File: src/hdl/tmr_regs.svh
// Purpose: register map, field positions, reset values of the timer/pwm unit
// Assumes: 8-bit register port, offsets are byte indices on that port
// Notes: channel n registers sit at TMR_CH_BASE + n * TMR_CH_STRIDE
`ifndef TMR_REGS_SVH
`define TMR_REGS_SVH

`define TMR_NUM_CH 2
`define TMR_ADDR_W 5

`define TMR_OFF_SC 5'h00
`define TMR_OFF_CNT_HI 5'h01
`define TMR_OFF_CNT_LO 5'h02
`define TMR_OFF_MOD_HI 5'h03
`define TMR_OFF_MOD_LO 5'h04
`define TMR_CH_BASE 5'h05
`define TMR_CH_STRIDE 5'h03
`define TMR_CH_OFF_SC 5'h00
`define TMR_CH_OFF_VH 5'h01
`define TMR_CH_OFF_VL 5'h02

// timer status/control fields
`define TMR_SC_CENTER_ALIGNED_SELECT 5
`define TMR_SC_CLKS_HI 4
`define TMR_SC_CLKS_LO 3
`define TMR_SC_PS_HI 2
`define TMR_SC_PS_LO 0

// channel status/control fields
`define TMR_CSC_FLAG 7
`define TMR_CSC_IE 6
`define TMR_CSC_MODE_HI 5
`define TMR_CSC_MODE_LO 4
`define TMR_CSC_EDGE_HI 3
`define TMR_CSC_EDGE_LO 2

// clock source codes
`define TMR_CLKS_OFF 2'h0
`define TMR_CLKS_BUS 2'h1
`define TMR_CLKS_FIXED 2'h2
`define TMR_CLKS_EXT 2'h3

// channel mode codes
`define TMR_MODE_SW 2'h0
`define TMR_MODE_OC 2'h1
`define TMR_MODE_EPWM 2'h2

// output compare edge actions
`define TMR_EDGE_NONE 2'h0
`define TMR_EDGE_TOGGLE 2'h1
`define TMR_EDGE_CLEAR 2'h2
`define TMR_EDGE_SET 2'h3

`define TMR_RST_SC 6'h00
`define TMR_RST_CNT 16'h0000
`define TMR_RST_MOD 16'h0000
`define TMR_RST_CVAL 16'h0000
`define TMR_RST_RDATA 8'h00

`endif

File: src/hdl/tmr_pkg.sv
// Purpose: types shared by the timer/pwm unit
// Assumes: constants come from tmr_regs.svh
// Notes: none
`include "tmr_regs.svh"

package tmr_pkg;

  typedef enum logic [1:0] {
    COH_IDLE,
    COH_WAIT_LO,
    COH_WAIT_HI
  } tmr_coh_t;

  typedef struct packed {
    logic flag;
    logic ie;
    logic [1:0] mode;
    logic [1:0] edge_sel;
    logic [7:0] buf_hi;
    logic [7:0] buf_lo;
    logic got_hi;
    logic got_lo;
    logic pend;
    logic [15:0] val;
    logic out;
  } tmr_chan_t;

  typedef struct packed {
    logic center_aligned_select;
    logic [1:0] clks;
    logic [2:0] ps;
    logic [6:0] pre;
    logic [15:0] cnt;
    logic [15:0] modv;
    logic [15:0] hold;
    tmr_coh_t coh;
    logic [2:0] ext_sync;
    logic [2:0] fix_sync;
    tmr_chan_t [`TMR_NUM_CH-1:0] ch;
    logic [7:0] rdata;
  } tmr_state_t;

endpackage

File: src/hdl/tmr_unit.sv
// Purpose: 16-bit timer with coherent byte access, output compare and edge pwm
// Assumes: single clock; ext_clk and fixed_clk arrive from outside and are synchronised
// Notes: register port is 8 bits wide; read data appear the cycle after rd_en
`include "tmr_regs.svh"

module tmr_unit (
  input wire logic clk,
  input wire logic srst,
  input wire logic [`TMR_ADDR_W-1:0] addr,
  input wire logic [7:0] wdata,
  input wire logic wr_en,
  input wire logic rd_en,
  output logic [7:0] rdata,
  input wire logic ext_clk,
  input wire logic fixed_clk,
  output logic [`TMR_NUM_CH-1:0] ch_out,
  output logic [`TMR_NUM_CH-1:0] ch_oe,
  output logic [`TMR_NUM_CH-1:0] ch_irq
);

  tmr_pkg::tmr_state_t s_ff;
  tmr_pkg::tmr_state_t nxt_s;

  logic src_pulse;
  logic tick;
  logic [6:0] pre_mask;
  logic [15:0] cnt_step;
  logic wrap;
  logic [`TMR_ADDR_W-1:0] ch_addr;
  logic [15:0] new_val;
  logic match;

  always_comb begin
    nxt_s = s_ff;
    src_pulse = 1'b0;
    tick = 1'b0;
    pre_mask = 7'h00;
    cnt_step = 16'h0000;
    wrap = 1'b0;
    ch_addr = '0;
    new_val = 16'h0000;
    match = 1'b0;

    // source synchronisers; first stage feeds only the second
    nxt_s.ext_sync = {s_ff.ext_sync[1:0], ext_clk};
    nxt_s.fix_sync = {s_ff.fix_sync[1:0], fixed_clk};

    unique case (s_ff.clks)
      `TMR_CLKS_OFF: src_pulse = 1'b0;
      `TMR_CLKS_BUS: src_pulse = 1'b1;
      `TMR_CLKS_FIXED: src_pulse = s_ff.fix_sync[1] & ~s_ff.fix_sync[2];
      `TMR_CLKS_EXT: src_pulse = s_ff.ext_sync[1] & ~s_ff.ext_sync[2];
    endcase

    // prescaler: ps takes effect the cycle after it is written
    pre_mask = 7'((8'h01 << s_ff.ps) - 8'h01);
    if (src_pulse) begin
      nxt_s.pre = s_ff.pre + 7'h01;
      tick = ((s_ff.pre & pre_mask) == pre_mask);
    end

    // modulus 0 or all ones both wrap at the top of the range
    if (s_ff.modv == 16'h0000) begin
      wrap = (s_ff.cnt == 16'hffff);
    end else begin
      wrap = (s_ff.cnt == s_ff.modv);
    end
    cnt_step = wrap ? 16'h0000 : s_ff.cnt + 16'h0001;
    if (tick) begin
      nxt_s.cnt = cnt_step;
    end

    // per-channel compare, pwm and buffered value load
    for (int i = 0; i < `TMR_NUM_CH; i++) begin
      match = tick && (cnt_step == s_ff.ch[i].val);
      if (s_ff.ch[i].pend && tick) begin
        if (s_ff.ch[i].mode == `TMR_MODE_EPWM && !s_ff.center_aligned_select) begin
          if (cnt_step == s_ff.modv) begin
            nxt_s.ch[i].val = {s_ff.ch[i].buf_hi, s_ff.ch[i].buf_lo};
            nxt_s.ch[i].pend = 1'b0;
          end
        end else begin
          nxt_s.ch[i].val = {s_ff.ch[i].buf_hi, s_ff.ch[i].buf_lo};
          nxt_s.ch[i].pend = 1'b0;
        end
      end
      if (match) begin
        nxt_s.ch[i].flag = 1'b1;
      end
      if (s_ff.ch[i].mode == `TMR_MODE_EPWM && !s_ff.center_aligned_select) begin
        // match beats overflow so a zero compare never shows the active level
        if (match) begin
          nxt_s.ch[i].out = s_ff.ch[i].edge_sel[0];
        end else if (tick && wrap) begin
          // a compare above modulus never matches: full duty
          nxt_s.ch[i].out = ~s_ff.ch[i].edge_sel[0];
        end
      end else if (s_ff.ch[i].mode == `TMR_MODE_OC && match) begin
        unique case (s_ff.ch[i].edge_sel)
          `TMR_EDGE_NONE: nxt_s.ch[i].out = s_ff.ch[i].out;
          `TMR_EDGE_TOGGLE: nxt_s.ch[i].out = ~s_ff.ch[i].out;
          `TMR_EDGE_CLEAR: nxt_s.ch[i].out = 1'b0;
          `TMR_EDGE_SET: nxt_s.ch[i].out = 1'b1;
        endcase
      end
    end

    // register writes
    if (wr_en) begin
      if (addr == `TMR_OFF_SC) begin
        nxt_s.center_aligned_select = wdata[`TMR_SC_CENTER_ALIGNED_SELECT];
        nxt_s.clks = wdata[`TMR_SC_CLKS_HI:`TMR_SC_CLKS_LO];
        nxt_s.ps = wdata[`TMR_SC_PS_HI:`TMR_SC_PS_LO];
        nxt_s.coh = tmr_pkg::COH_IDLE;
      end else if (addr == `TMR_OFF_CNT_HI || addr == `TMR_OFF_CNT_LO) begin
        nxt_s.cnt = `TMR_RST_CNT;
        nxt_s.pre = 7'h00;
      end else if (addr == `TMR_OFF_MOD_HI) begin
        nxt_s.modv[15:8] = wdata;
      end else if (addr == `TMR_OFF_MOD_LO) begin
        nxt_s.modv[7:0] = wdata;
      end
      for (int i = 0; i < `TMR_NUM_CH; i++) begin
        ch_addr = `TMR_ADDR_W'(`TMR_CH_BASE + `TMR_CH_STRIDE * i);
        if (addr == ch_addr + `TMR_CH_OFF_SC) begin
          nxt_s.ch[i].ie = wdata[`TMR_CSC_IE];
          nxt_s.ch[i].mode = wdata[`TMR_CSC_MODE_HI:`TMR_CSC_MODE_LO];
          nxt_s.ch[i].edge_sel = wdata[`TMR_CSC_EDGE_HI:`TMR_CSC_EDGE_LO];
          nxt_s.ch[i].got_hi = 1'b0;
          nxt_s.ch[i].got_lo = 1'b0;
          // writing 0 clears the flag, a match in the same cycle wins
          if (!wdata[`TMR_CSC_FLAG] && !(tick && cnt_step == s_ff.ch[i].val)) begin
            nxt_s.ch[i].flag = 1'b0;
          end
        end else if (addr == ch_addr + `TMR_CH_OFF_VH ||
                     addr == ch_addr + `TMR_CH_OFF_VL) begin
          if (addr == ch_addr + `TMR_CH_OFF_VH) begin
            nxt_s.ch[i].buf_hi = wdata;
            nxt_s.ch[i].got_hi = 1'b1;
          end else begin
            nxt_s.ch[i].buf_lo = wdata;
            nxt_s.ch[i].got_lo = 1'b1;
          end
          if (nxt_s.ch[i].got_hi && nxt_s.ch[i].got_lo) begin
            nxt_s.ch[i].got_hi = 1'b0;
            nxt_s.ch[i].got_lo = 1'b0;
            new_val = {nxt_s.ch[i].buf_hi, nxt_s.ch[i].buf_lo};
            if (s_ff.clks == `TMR_CLKS_OFF) begin
              nxt_s.ch[i].val = new_val;
              nxt_s.ch[i].pend = 1'b0;
            end else begin
              nxt_s.ch[i].pend = 1'b1;
            end
          end
        end
      end
    end

    // register reads, answered one cycle later
    nxt_s.rdata = `TMR_RST_RDATA;
    if (rd_en) begin
      if (addr == `TMR_OFF_SC) begin
        nxt_s.rdata = {2'h0, s_ff.center_aligned_select, s_ff.clks, s_ff.ps};
      end else if (addr == `TMR_OFF_CNT_HI) begin
        // first read of a pair freezes both bytes until the other is read or SC is written
        if (s_ff.coh == tmr_pkg::COH_IDLE) begin
          nxt_s.hold = s_ff.cnt;
          nxt_s.rdata = s_ff.cnt[15:8];
          nxt_s.coh = tmr_pkg::COH_WAIT_LO;
        end else begin
          nxt_s.rdata = s_ff.hold[15:8];
          if (s_ff.coh == tmr_pkg::COH_WAIT_HI) begin
            nxt_s.coh = tmr_pkg::COH_IDLE;
          end
        end
      end else if (addr == `TMR_OFF_CNT_LO) begin
        if (s_ff.coh == tmr_pkg::COH_IDLE) begin
          nxt_s.hold = s_ff.cnt;
          nxt_s.rdata = s_ff.cnt[7:0];
          nxt_s.coh = tmr_pkg::COH_WAIT_HI;
        end else begin
          nxt_s.rdata = s_ff.hold[7:0];
          if (s_ff.coh == tmr_pkg::COH_WAIT_LO) begin
            nxt_s.coh = tmr_pkg::COH_IDLE;
          end
        end
      end else if (addr == `TMR_OFF_MOD_HI) begin
        nxt_s.rdata = s_ff.modv[15:8];
      end else if (addr == `TMR_OFF_MOD_LO) begin
        nxt_s.rdata = s_ff.modv[7:0];
      end
      for (int i = 0; i < `TMR_NUM_CH; i++) begin
        ch_addr = `TMR_ADDR_W'(`TMR_CH_BASE + `TMR_CH_STRIDE * i);
        if (addr == ch_addr + `TMR_CH_OFF_SC) begin
          nxt_s.rdata = {s_ff.ch[i].flag, s_ff.ch[i].ie, s_ff.ch[i].mode,
                         s_ff.ch[i].edge_sel, 2'h0};
        end else if (addr == ch_addr + `TMR_CH_OFF_VH) begin
          nxt_s.rdata = s_ff.ch[i].buf_hi;
        end else if (addr == ch_addr + `TMR_CH_OFF_VL) begin
          nxt_s.rdata = s_ff.ch[i].buf_lo;
        end
      end
    end

    if (srst) begin
      nxt_s = '0;
      nxt_s.center_aligned_select = 1'(`TMR_RST_SC >> `TMR_SC_CENTER_ALIGNED_SELECT);
      nxt_s.cnt = `TMR_RST_CNT;
      nxt_s.modv = `TMR_RST_MOD;
      nxt_s.coh = tmr_pkg::COH_IDLE;
      for (int i = 0; i < `TMR_NUM_CH; i++) begin
        nxt_s.ch[i].val = `TMR_RST_CVAL;
      end
    end
  end

  always_ff @(posedge clk) begin
    s_ff <= nxt_s;
  end

  assign rdata = s_ff.rdata;

  // pin is driven only when a mode and an edge/level action are chosen and the clock runs
  always_comb begin
    for (int i = 0; i < `TMR_NUM_CH; i++) begin
      ch_out[i] = s_ff.ch[i].out;
      ch_oe[i] = (s_ff.ch[i].mode != `TMR_MODE_SW) &&
                 (s_ff.ch[i].edge_sel != `TMR_EDGE_NONE) &&
                 (s_ff.clks != `TMR_CLKS_OFF);
      ch_irq[i] = s_ff.ch[i].flag & s_ff.ch[i].ie;
    end
  end

endmodule

File: config.mk
export PLATFORM = sky130hd
export DESIGN_NAME = tmr_unit
export DESIGN_NICKNAME = d
export VERILOG_FILES = /design/src/hdl/tmr_pkg.sv /design/src/hdl/tmr_unit.sv
export VERILOG_INCLUDE_DIRS = /design/src /design/src/hdl
export SDC_FILE = /design/constraint.sdc
export NUM_CORES = 1
export LEC_CHECK = 0
export ABC_CLOCK_PERIOD_IN_PS = 5000
export BUFFER_PORTS_ARGS = -buffer_cell sky130_fd_sc_hd__clkbuf_2
export CELL_PAD_IN_SITES_DETAIL_PLACEMENT = 1
export CELL_PAD_IN_SITES_GLOBAL_PLACEMENT = 2
export CORE_MARGIN = 2
export CORE_UTILIZATION = 38
export DETAILED_ROUTE_END_ITERATION = 12
export PLACE_DENSITY = 0.78
export SLEW_MARGIN = 20
export SYNTH_ARGS = -nofsm -noshare
export SYNTH_HDL_FRONTEND = slang
export SYNTH_SLANG_ARGS = --single-unit
File: constraint.sdc
create_clock -name clk -period 5 [get_ports clk]
set_clock_uncertainty 0.05 [all_clocks]
set_input_delay 0.5 -clock clk [delete_from_list [all_inputs] [get_ports clk]]
set_output_delay 0.5 -clock clk [all_outputs]
set_load 0.02 [all_outputs]
# Yosys cells after proc, flatten, opt, wreduce, memory -nomap -nowiden
# Cells that the tools add are included.
[totals] elab_cells=239 in_bits=19 ff_bits=161 out_inout_bits=14
[op_classes] reduce_logical=54 shifts=1 n_bitwise=17 n_addsub=3 n_eq_ne=35 muxes=94
[op_table] op="8-bit two-way mux" count=20
[op_table] op="17-bit two-way mux" count=8
[op_table] op="16-bit two-way mux" count=8
[op_table] op="41-bit two-way mux" count=2
[op_table] op="39-bit two-way mux" count=2
[op_table] op="35-bit two-way mux" count=2
[op_table] op="16-bit equality test" count=4
[op_table] op="19-bit two-way mux" count=2
[op_table] op="18-bit two-way mux" count=2
[op_table] op="1-bit two-way mux" count=31
[op_table] op="23-bit two-way mux" count=1
[op_table] op="5-bit by 3-bit equality test with 1-bit output, second input constant" count=4
[op_table] op="2-bit two-way mux" count=10
[op_table] op="2-bit nonzero test" count=10
[op_table] op="2-bit equality test, second input constant" count=9
[op_table] op="1-bit logical AND" count=17
[op_table] op="16-bit by 1-bit adder with 16-bit output, second input constant" count=1
[op_table] op="16-bit equality test, second input constant" count=1
[op_table] op="16-bit zero test" count=1
[op_table] op="5-bit by 4-bit equality test with 1-bit output, second input constant" count=3
[op_table] op="3-bit AND reduction" count=5
[op_table] op="2-bit by 1-bit equality test with 1-bit output, second input constant" count=6
[op_table] op="6-bit two-way mux" count=2
[op_table] op="1-bit inverter" count=12
[op_table] op="23 further kinds" count=41

# Depth between registers and ports, before layout
# Gate-level depths: netlist of run 1.
[logic_depth] word_depth=12 mapped_depth=14

# Worst setup path before layout of run 1
# OpenSTA, ideal clock, no wires.
[synth_timing] path_kind="register to register" start="register s_ff[128] in the netlist's numbering" end="register s_ff[15] in the netlist's numbering" path_buffers=2 t_arrival_ps=3316 required_time_ps=4859 stages_incl_launch_ff=13 setup_slack_ps=1543 setup_ps=91 synth_period_minus_slack_ps=3457 cell_sequence="dfxtp_1 -> nor4_2 -> buf_4 -> a41oi_2 -> xnor2_1 -> nor4_1 -> nand4_2 -> a211o_1 -> a221o_1 -> o21ai_4 -> buf_6 -> nand3_1 -> a311oi_1"
[synth_via] elab_chain_cells=12 word_cells_on_any_way=13 cone_classes="eq/ne: 2; mux: 10; reduce/logical: 1"
[synth_lines] element="from (decl)" line="tmr_unit.sv:21" text="tmr_pkg::tmr_state_t s_ff;"
[synth_lines] element="from (signal assigned)" line="tmr_unit.sv:218" text="s_ff <= nxt_s;"
[synth_lines] element="16-bit equality test or 16-bit zero test (tied branches)" line="tmr_unit.sv:66, tmr_unit.sv:63"
[synth_lines] element="1-bit two-way mux" line="tmr_unit.sv:63" text="if (s_ff.modv == 16'h0000) begin"
[synth_lines] element="16-bit two-way mux" line="tmr_unit.sv:68" text="cnt_step = wrap ? 16'h0000 : s_ff.cnt + 16'h0001;"
[synth_lines] element="16-bit equality test (*)" line="tmr_unit.sv:78" text="if (cnt_step == s_ff.modv) begin"
[synth_lines] element="17-bit two-way mux (*)" line="tmr_unit.sv:78"
[synth_lines] element="17-bit two-way mux (*)" line="tmr_unit.sv:77" text="if (s_ff.ch[i].mode == `TMR_MODE_EPWM && !s_ff.center_aligned_select) begin"
[synth_lines] element="17-bit two-way mux (*)" line="tmr_unit.sv:76" text="if (s_ff.ch[i].pend && tick) begin"
[synth_lines] element="16-bit two-way mux" line="tmr_unit.sv:148" text="if (s_ff.clks == `TMR_CLKS_OFF) begin"
[synth_lines] element="19-bit two-way mux" line="tmr_unit.sv:144" text="if (nxt_s.ch[i].got_hi && nxt_s.ch[i].got_lo) begin"
[synth_lines] element="35-bit two-way mux" line="tmr_unit.sv:135" text="end else if (addr == ch_addr + `TMR_CH_OFF_VH ||"
[synth_lines] element="17-bit two-way mux" line="tmr_unit.sv:125" text="if (addr == ch_addr + `TMR_CH_OFF_SC) begin"
[synth_lines] element="41-bit two-way mux (*)" line="tmr_unit.sv:109" text="if (wr_en) begin"
# Mark *: on every way between the ends. The rest lies on a longest branch, timed or not. The select of a mux whose other input is x is not followed.
# A chain may end at the register's enable or synchronous reset.

# Final worst setup path of run 1
[layout_timing] start="register s_ff[128] in the netlist's numbering" end="register s_ff[56] in the netlist's numbering"
# The elaborated chain is that of the path after synthesis.

==> flow_summary.toml, run 1 <==
[placed_design]
hpwlAfterDp_microns = 26600
placed_cell_area_sq_um = 9810
portBuffers = 32
placed_cells = 1497
place_congestion = 0.933

[global_route]
grt_pass1_wl_microns = 57900
grt_pass1_vias = 9123
antenna_found_initial = 1
grt_use_total = 0.291
grt_max_degree = 76
grt-ovfl-total = 0

[power]
vdd.ir_drop.worst_mv = 0.188
p_per_area_nw_per_um2 = 271
combPwrFrac = 0.059
p_leak_nw = 3.59
switchingPower_w = 0.000800
power.internal_w = 0.00202
clockPowerShare = 0.479
p_sw_frac = 0.284
p_seq_frac = 0.461

[floorplanning]
io_pins = 33
design.die.area_sq_um = 26100
die_w_microns = 162
start_util = 0.387
core_area_sq_um = 24400
die_h_microns = 162
rows = 57

[logic_synthesis]
synthesis.nets = 1238
synth.avg_cell_area_sq_um = 7.76
synth_top_family_by_area = "compound AO/OA/AOI/OAI gates"
yosysMostFrequentCell = "nand2_1"
synth_edf_count = 0
synth_compound_area_frac = 0.258
synthTopCellsByCount = "nand2_1, dfxtp_1, a21oi_1"
synth_mux_area_frac = 0.0394
synth_top_area_cell = "dfxtp_1"
synth-adder-area-share = 0.00265
synth.top_cell.area_share = 0.341
synth-simple-area-share = 0.237
yosysSeqAreaShare = 0.341
synthXorXnorAreaFrac = 0.0624
synthTopCellsByArea = "dfxtp_1, nand2_1, a21oi_1"
yosysWarnings = 0
synth_ff_type = "dfxtp_1"
synth_cell_types = 77
synthesis.instances = 1217
synth_area_sq_um = 9440
yosys_register_bits = 161
async_reset_ff_frac = 0

[timing]
min_period_ns = 4.63
fmax_mhz = 216
rsz0062_at_grt = "false"
fin_crit_sh = 0.925
worstMarginPinSlew_ns = 1.12
fin_tns_setup_ns = 0
max_slew_margin = 0.251
setup_viol = 0
drv_slew = 0
finalHoldViolCount = 0

[clock_network]
cts_tree = "built"
cts_sinks = 161
cts-root-buf = "clkbuf_16"
ctsResizeCount = 0
clk_latency_ns = 0.45
clock_path_buffers = 2
numCtsBuffers = 17
cts_setup_buffers = 0
cts-htree-levels = 4
clk_pin_slew_ns = 0.08
cts_hold_buffers = 0

[cells_and_area]
final_nets = 1213
fin_cells = 1529
syn_to_final_growth_pct = 10.1
stdcell_area_sq_um = 10400
drive_above_1_share = 0.116
antennaDiodeCount = 0
final_util = 0.426
n_fill_cell = 2995

[setup_path]
setup.worst_path.class = "reg -> reg"
critical_path_arrival_ns = 4.90
required_ns = 5.27
worstSetupEndpointType = "flip-flop"
crit_fanout = 19
worstSetupStartpointType = "flip-flop"

[detailed_routing]
drt_iter0_drc = 804
num_vias = 9524
wl_per_cell_microns = 24.7
via_per_inst = 6.23
ant_nets = 0
wl_microns = 37800
drtPass1Iterations = 5
detail_route.drc_violations = 0

[job]
drv_cap = 0

[hold_path]
hold_class = "in -> reg"

[status]
outcome = "finished clean"
-- critical path, cell delays in order (launching register included) --
cell	delay, ns
dfxtp_1	0.40
nor4_2	0.40
buf_4	0.29
a41oi_1	0.18
xnor2_1	0.17
nor4_1	0.45
nand4_2	0.55
a211o_1	0.44
a221oi_1	0.59
a21oi_1	0.42
buf_4	0.28
o21ai_0	0.18
a21oi_1	0.10
-- metal layers --
metal	part of all wire	global-route usage	wire length, microns
met1	0.45	0.401	17100
met3	0.060	0.0498	2260
met4	0.039	0.112	1470
met2	0.45	0.455	16900
met5	0	0	0
-- sequential cells by signal (all words and copies together), names as in the netlist --
| register | flops |
|---|---|
| s_ff | 151 |
| rdata | 8 |
| ch_out | 2 |
-- cells by family (layout without fill, tap and decap cells) --
family | Yosys count | after routing
and+or+nand+nor | 467 | 467
DFF | 161 | 161
muxes | 37 | 37
buffers and inverters | 125 | 113
xor gates and xnor gates | 61 | 61
AOI/OAI and AO/OA | 364 | 364
adders and majority gates | 2 | 2
-- final cells by class --
type                       instances  area [sq um]  area share
multi-input combinational        931          5680       0.547
tap                              324           405      0.0390
inverter                           9          33.8     0.00325
timing repair buffer              72           463      0.0445
clock inverter                    14           160      0.0154
sequential                       161          3220       0.310
clock buffer                      18           429      0.0413
-- power by group through the flow --
stage | clock [W] | sequential (W) | combinational [W]
2_1_floorplan | 0 | 0.00132 | 0.000111
3_3_place_gp | 0 | 0.00133 | 0.000164
3_5_place_dp | 0 | 0.00133 | 0.000165
4_1_cts | 0.00137 | 0.00130 | 0.000166
5_1_grt | 0.00142 | 0.00130 | 0.000180
6_report | 0.00135 | 0.00130 | 0.000167
-- layout by cell type (no fill, tap or decap), types with 9 or more instances in the layout --
| master | n |
|---|---|
| clkbuf_16 | 17 |
| a22oi_1 | 14 |
| mux2i_1 | 36 |
| nand3_1 | 90 |
| nor2_1 | 84 |
| inv_1 | 9 |
| a311oi_1 | 17 |
| xnor2_1 | 41 |
| nor3_1 | 16 |
| o21ai_0 | 53 |
| o22ai_1 | 13 |
| nor2b_1 | 13 |
| and2_1 | 18 |
| xor2_1 | 16 |
| clkbuf_2 | 31 |
| dfxtp_1 | 161 |
| nand2_1 | 172 |
| a31o_2 | 14 |
| and3_1 | 16 |
| a211oi_1 | 24 |
| buf_4 | 41 |
| a41oi_1 | 15 |
| a21oi_1 | 114 |
| a31oi_1 | 26 |
| a221oi_1 | 12 |
-- final timing paths --
kind	startpoint	endpoint	slack (ns)	cells past startpoint
min reg2reg	s_ff[96]$_SDFF_PP0_	s_ff[97]$_SDFF_PP0_	0.39	2
min	ext_clk	s_ff[95]$_SDFF_PP0_	0.21	2
max reg2reg	s_ff[128]$_SDFFE_PP0P_	s_ff[56]$_SDFF_PP0_	0.37	12
max	s_ff[128]$_SDFFE_PP0P_	s_ff[56]$_SDFF_PP0_	0.37	12
-- stage by stage --
stage               hold WS, ns  power, W  worst slack (ns)
finish                    0.209   0.00282             0.373
global route              0.207   0.00290            0.0481
CTS                       0.199   0.00283             0.520
detailed placement        0.382   0.00149             0.533
global placement          0.374   0.00149             0.592
floorplan                 0.360   0.00143              1.54
(Power assumes the default switching activity.)
==> inputs of run 2 (changes only) <==
- CORE_UTILIZATION: 38 -> 39
- CTS_BUF_LIST: not set -> sky130_fd_sc_hd__clkbuf_8
- PLACE_DENSITY: 0.78 -> 0.8
==> run 2 against run 1 <==
  * Via count down 0.30%
  * Global-route usage up 0.97 points
  * Clock power down 28%
  * Clock-buffer cell count down 1
  * Sequential cell count unchanged
  * Non-clock buffer count up 3
  * Final cell count down 0.13%
  * Critical path depth down 1
  * Largest cell class unchanged
==> flow_summary.toml, run 2 (synthesized netlist as in run 1, its figures left out) <==
[status]
outcome = "finished clean"

[timing]
fin_crit_sh = 0.915
drv_slew = 0
setup_viol = 0
worstMarginPinSlew_ns = 1.07
fmax_mhz = 219
rsz0062_at_grt = "false"
max_slew_margin = 0.283
finalHoldViolCount = 0
min_period_ns = 4.57
fin_tns_setup_ns = 0

[floorplanning]
rows = 56
start_util = 0.400
die_h_microns = 160
io_pins = 33
design.die.area_sq_um = 25500
die_w_microns = 160
core_area_sq_um = 23600

[detailed_routing]
drt_iter0_drc = 736
num_vias = 9495
wl_per_cell_microns = 25.2
ant_nets = 0
wl_microns = 38500
detail_route.drc_violations = 0
drtPass1Iterations = 5
via_per_inst = 6.22

[cells_and_area]
antennaDiodeCount = 0
layout_commonest_cell = "nand2_1"
syn_to_final_growth_pct = 8.19
top_register = "s_ff"
final_nets = 1216
drive_above_1_share = 0.119
largest_register_ffs = 151
layout_common_cells = "nand2_1, dfxtp_1, a21oi_1"

[setup_path]
setup.worst_path.class = "reg -> reg"
crit_fanout = 16
rr_startpoint = "s_ff[128]$_SDFFE_PP0P_"
worstSetupStartpointType = "flip-flop"
r2r_end = "s_ff[58]$_SDFF_PP0_"
reg2reg_slack_ns = 0.43
required_ns = 5.33
worstSetupEndpointType = "flip-flop"
r2r_cells = 11
critical_path_arrival_ns = 4.90

[global_route]
grt_pass1_vias = 9351
grt_use_total = 0.301
grt_pass1_wl_microns = 59100
antenna_found_initial = 0
grt_max_degree = 80
grt-ovfl-total = 0

[power]
combPwrFrac = 0.070
vdd.ir_drop.worst_mv = 0.136
p_seq_frac = 0.530
switchingPower_w = 0.000736
clockPowerShare = 0.399
p_leak_nw = 3.51
power.internal_w = 0.00171
p_per_area_nw_per_um2 = 240
p_total_w = 0.00245
p_sw_frac = 0.301

[clock_network]
cts_sinks = 161
cts_hold_buffers = 0
numCtsBuffers = 17
clock_path_buffers = 2
cts_setup_buffers = 0
cts_tree = "built"
cts-htree-levels = 4
clk_pin_slew_ns = 0.11
ctsResizeCount = 0
cts-root-buf = "clkbuf_8"
clk_latency_ns = 0.48

[hold_path]
hold_path_end = "s_ff[95]$_SDFF_PP0_"
hold_class = "in -> reg"
hold_depth = 2
hp-start = "ext_clk"

[placed_design]
portBuffers = 32
hpwlAfterDp_microns = 27500
place_congestion = 0.935

[job]
drv_cap = 0
[run 2: cell types whose count changed in the layout (fill, tap and decap cells not counted), sizes merged]
cell	before	now
buf	41	44
inv	17	19
clkbuf	49	48
clkinvlp	0	2
clkinv	6	3
[run 2: stage by stage]
step,setup slack [ns],instance area [sq um],utilization,hold slack [ns],cells
6_report,0.426,10200,0.433,0.170,1527
5_1_grt,0.153,10200,0.433,0.148,1527
4_1_cts,0.437,10200,0.432,0.148,1526
3_5_place_dp,0.468,9820,0.416,0.379,1494
3_3_place_gp,0.593,9820,0.416,0.370,1494
2_1_floorplan,1.54,9440,-,0.360,1217
[run 2: critical path, stage by stage (launching register included)]
cell	delay [ns]
dfxtp_1	0.42
nor4_2	0.35
buf_4	0.28
a41oi_1	0.16
xnor2_1	0.16
nor4_1	0.49
nand4_2	0.52
o41ai_1	0.59
o2111ai_1	0.33
o21ai_2	0.66
a31oi_1	0.17
a221oi_1	0.29
[run 2: area by class of cell]
class                           instances  area [sq um]
Multi-Input combinational cell        931          5690
Tap cell                              319           399
Inverter                                9          33.8
Timing Repair Buffer                   75           493
Clock buffer                           17           234
Fill cell                            2933         13400
Clock inverter                         15           145
Sequential cell                       161          3220
[run 2: routing by layer]
| metal | vias to the layer above | wire length [microns] | track usage |
|---|---|---|---|
| met1 | 4717 | 17600 | 0.416 |
| met4 | 0 | 1190 | 0.0955 |
| met5 | - | 0 | 0 |
| met3 | 52 | 2310 | 0.0430 |
| met2 | 321 | 17400 | 0.484 |
| li1 | 4405 | - | - |
[run 2: worst max-delay path by stage]
stage,startpoint,cells after the start,to
final,s_ff[128]$_SDFFE_PP0P_,11,s_ff[58]$_SDFF_PP0_
after detailed placement,s_ff[128]$_SDFFE_PP0P_,11,s_ff[58]$_SDFF_PP0_
after floorplan,s_ff[128]$_SDFFE_PP0P_,12,s_ff[15]$_SDFF_PP0_
after global routing,s_ff[128]$_SDFFE_PP0P_,11,s_ff[51]$_SDFF_PP0_
after CTS,s_ff[128]$_SDFFE_PP0P_,11,s_ff[58]$_SDFF_PP0_
after global placement,s_ff[132]$_SDFF_PP0_,11,s_ff[66]$_SDFF_PP0_
[run 2: power by group through the flow]
| stage | clock (W) | sequential [W] | combinational, W |
|---|---|---|---|
| 6_report | 0.000978 | 0.00130 | 0.000172 |
| 5_1_grt | 0.00105 | 0.00130 | 0.000183 |
| 4_1_cts | 0.000996 | 0.00130 | 0.000171 |
| 3_5_place_dp | 0 | 0.00133 | 0.000170 |
| 3_3_place_gp | 0 | 0.00133 | 0.000169 |
| 2_1_floorplan | 0 | 0.00132 | 0.000111 |
==> inputs of run 3 (changes only) <==
- CORE_ASPECT_RATIO: not set -> 2
- RECOVER_POWER: not set -> 25
==> run 3 against run 2 <==
  * The flow now finishes with violations (capacitance limit, slew limit)
  * Clock-buffer cell count increased by 2
  * Utilization shrank 0.41 points
  * Global-route usage rose by 1.1 points
  * Worst hold slack worse by 0.012 ns
  * Maximum frequency up 3.7%
  * Non-clock buffer count is the same
  * Total power grew 5.8%
  * Largest power group unchanged
==> flow_summary.toml, run 3 (synthesized netlist as in run 1, its figures left out) <==
[power]
p_seq_frac = 0.501
vdd.ir_drop.worst_mv = 0.170
switchingPower_w = 0.000678
combPwrFrac = 0.066
clockPowerShare = 0.433
p_sw_frac = 0.262
power.internal_w = 0.00191
p_per_area_nw_per_um2 = 254
p_leak_nw = 3.50

[hold_path]
hold_class = "in -> reg"

[setup_path]
worstSetupStartpointType = "flip-flop"
critical_path_arrival_ns = 4.74
crit_fanout = 16
setup.worst_path.class = "reg -> reg"
worstSetupEndpointType = "flip-flop"
required_ns = 5.33

[timing]
fmax_mhz = 227
min_period_ns = 4.41
setup_viol = 0
finalHoldViolCount = 0
fin_tns_setup_ns = 0
timing.hold.ws_ns = 0.158
worstMarginPinSlew_ns = 2.72
rsz0062_at_grt = "false"
drv_slew = 136
fin_crit_sh = 0.882
max_slew_margin = -0.812

[clock_network]
cts_sinks = 161
cts-htree-levels = 4
clk_latency_ns = 0.51
cts-root-buf = "clkbuf_8"
numCtsBuffers = 17
ctsResizeCount = 0
cts_hold_buffers = 0
cts_setup_buffers = 0
clock_path_buffers = 2
cts_tree = "built"
clk_pin_slew_ns = 0.09

[global_route]
grt_use_total = 0.312
grt_pass1_vias = 9651
antenna_found_initial = 0
grt_max_degree = 75
grt_pass1_wl_microns = 59600
grt-ovfl-total = 0

[cells_and_area]
drive_above_1_share = 0.107
largest_register_ffs = 151
layout_commonest_cell = "nand2_1"
layout_common_cells = "nand2_1, dfxtp_1, a21oi_1"
top_register = "s_ff"
final_nets = 1216
n_fill_cell = 2961
fin_cells = 1495
antennaDiodeCount = 0
syn_to_final_growth_pct = 8.11

[detailed_routing]
wl_microns = 39300
wl_per_cell_microns = 26.3
via_per_inst = 6.47
ant_nets = 0
num_vias = 9667
detail_route.drc_violations = 0
drt_iter0_drc = 622
drtPass1Iterations = 5

[floorplanning]
rows = 80
io_pins = 33
core_area_sq_um = 23800
die_h_microns = 224
start_util = 0.396
die_w_microns = 114
design.die.area_sq_um = 25500

[placed_design]
placed_cells = 1463
place_congestion = 0.893
hpwlAfterDp_microns = 29200
portBuffers = 32

[job]
drv_cap = 2

[status]
violations = "capacitance limit, slew limit"
outcome = "complete, but fails checks"
## run 3: cell types whose count changed in the layout (fill, tap and decap cells not counted), moves of 2 or more
cell	change
bufinv_16	+4
clkbuf_1	+13
clkbuf_2	-11
clkbuf_8	+2
inv_8	-7
## run 3: worst max-delay path, cell delays in order (launching register included)
cell and delay [ns]:
dfxtp_1 0.39, nor4_4 0.65, buf_4 0.27, a41oi_1 0.15
xnor2_1 0.15, nor4_1 0.45, nand4_2 0.40, o41ai_1 0.53
o2111ai_1 0.30, o21ai_4 0.49, nand3_1 0.14, a311oi_1 0.31
## run 3: area by class of cell
class	count	area, sq um	area share
multi-input combinational	931	5680	0.557
sequential	161	3220	0.316
timing repair buffer	75	464	0.0455
tap	287	359	0.0352
clock buffer	19	262	0.0256
clock inverter	13	183	0.0179
inverter	9	33.8	0.00331
## run 3: metal layers
layer | track usage | part of all wire
met1 | 0.321 | 0.36
met2 | 0.561 | 0.52
met3 | 0.0498 | 0.032
met4 | 0.222 | 0.080
met5 | 0 | 0
## run 3: path summary, 6_finish.rpt
path	depth (start not counted)	start	slack (ns)	end
setup / recovery	11	s_ff[131]$_SDFFE_PP0P_	0.59	s_ff[20]$_SDFF_PP0_
hold reg to reg	2	s_ff[96]$_SDFF_PP0_	0.40	s_ff[97]$_SDFF_PP0_
hold / removal	2	fixed_clk	0.16	s_ff[92]$_SDFF_PP0_
setup reg to reg	11	s_ff[131]$_SDFFE_PP0P_	0.59	s_ff[20]$_SDFF_PP0_
## run 3: stage by stage
step | utilization | setup WS (ns) | power (W) | instance area (sq um)
6_report | 0.428 | 0.588 | 0.00259 | 10200
5_1_grt | 0.428 | 0.198 | 0.00267 | 10200
4_1_cts | 0.429 | 0.586 | 0.00261 | 10200
3_5_place_dp | 0.411 | 0.621 | 0.00150 | 9780
3_3_place_gp | 0.411 | 0.840 | 0.00149 | 9780
2_1_floorplan | - | 1.54 | 0.00143 | 9440
## run 3: power groups by stage
stage | Clock, W | Sequential (W) | Combinational (W)
after floorplan | 0 | 0.00132 | 0.000111
after global placement | 0 | 0.00133 | 0.000167
after detailed placement | 0 | 0.00133 | 0.000168
after CTS | 0.00114 | 0.00130 | 0.000169
after global routing | 0.00119 | 0.00130 | 0.000182
final | 0.00112 | 0.00130 | 0.000170
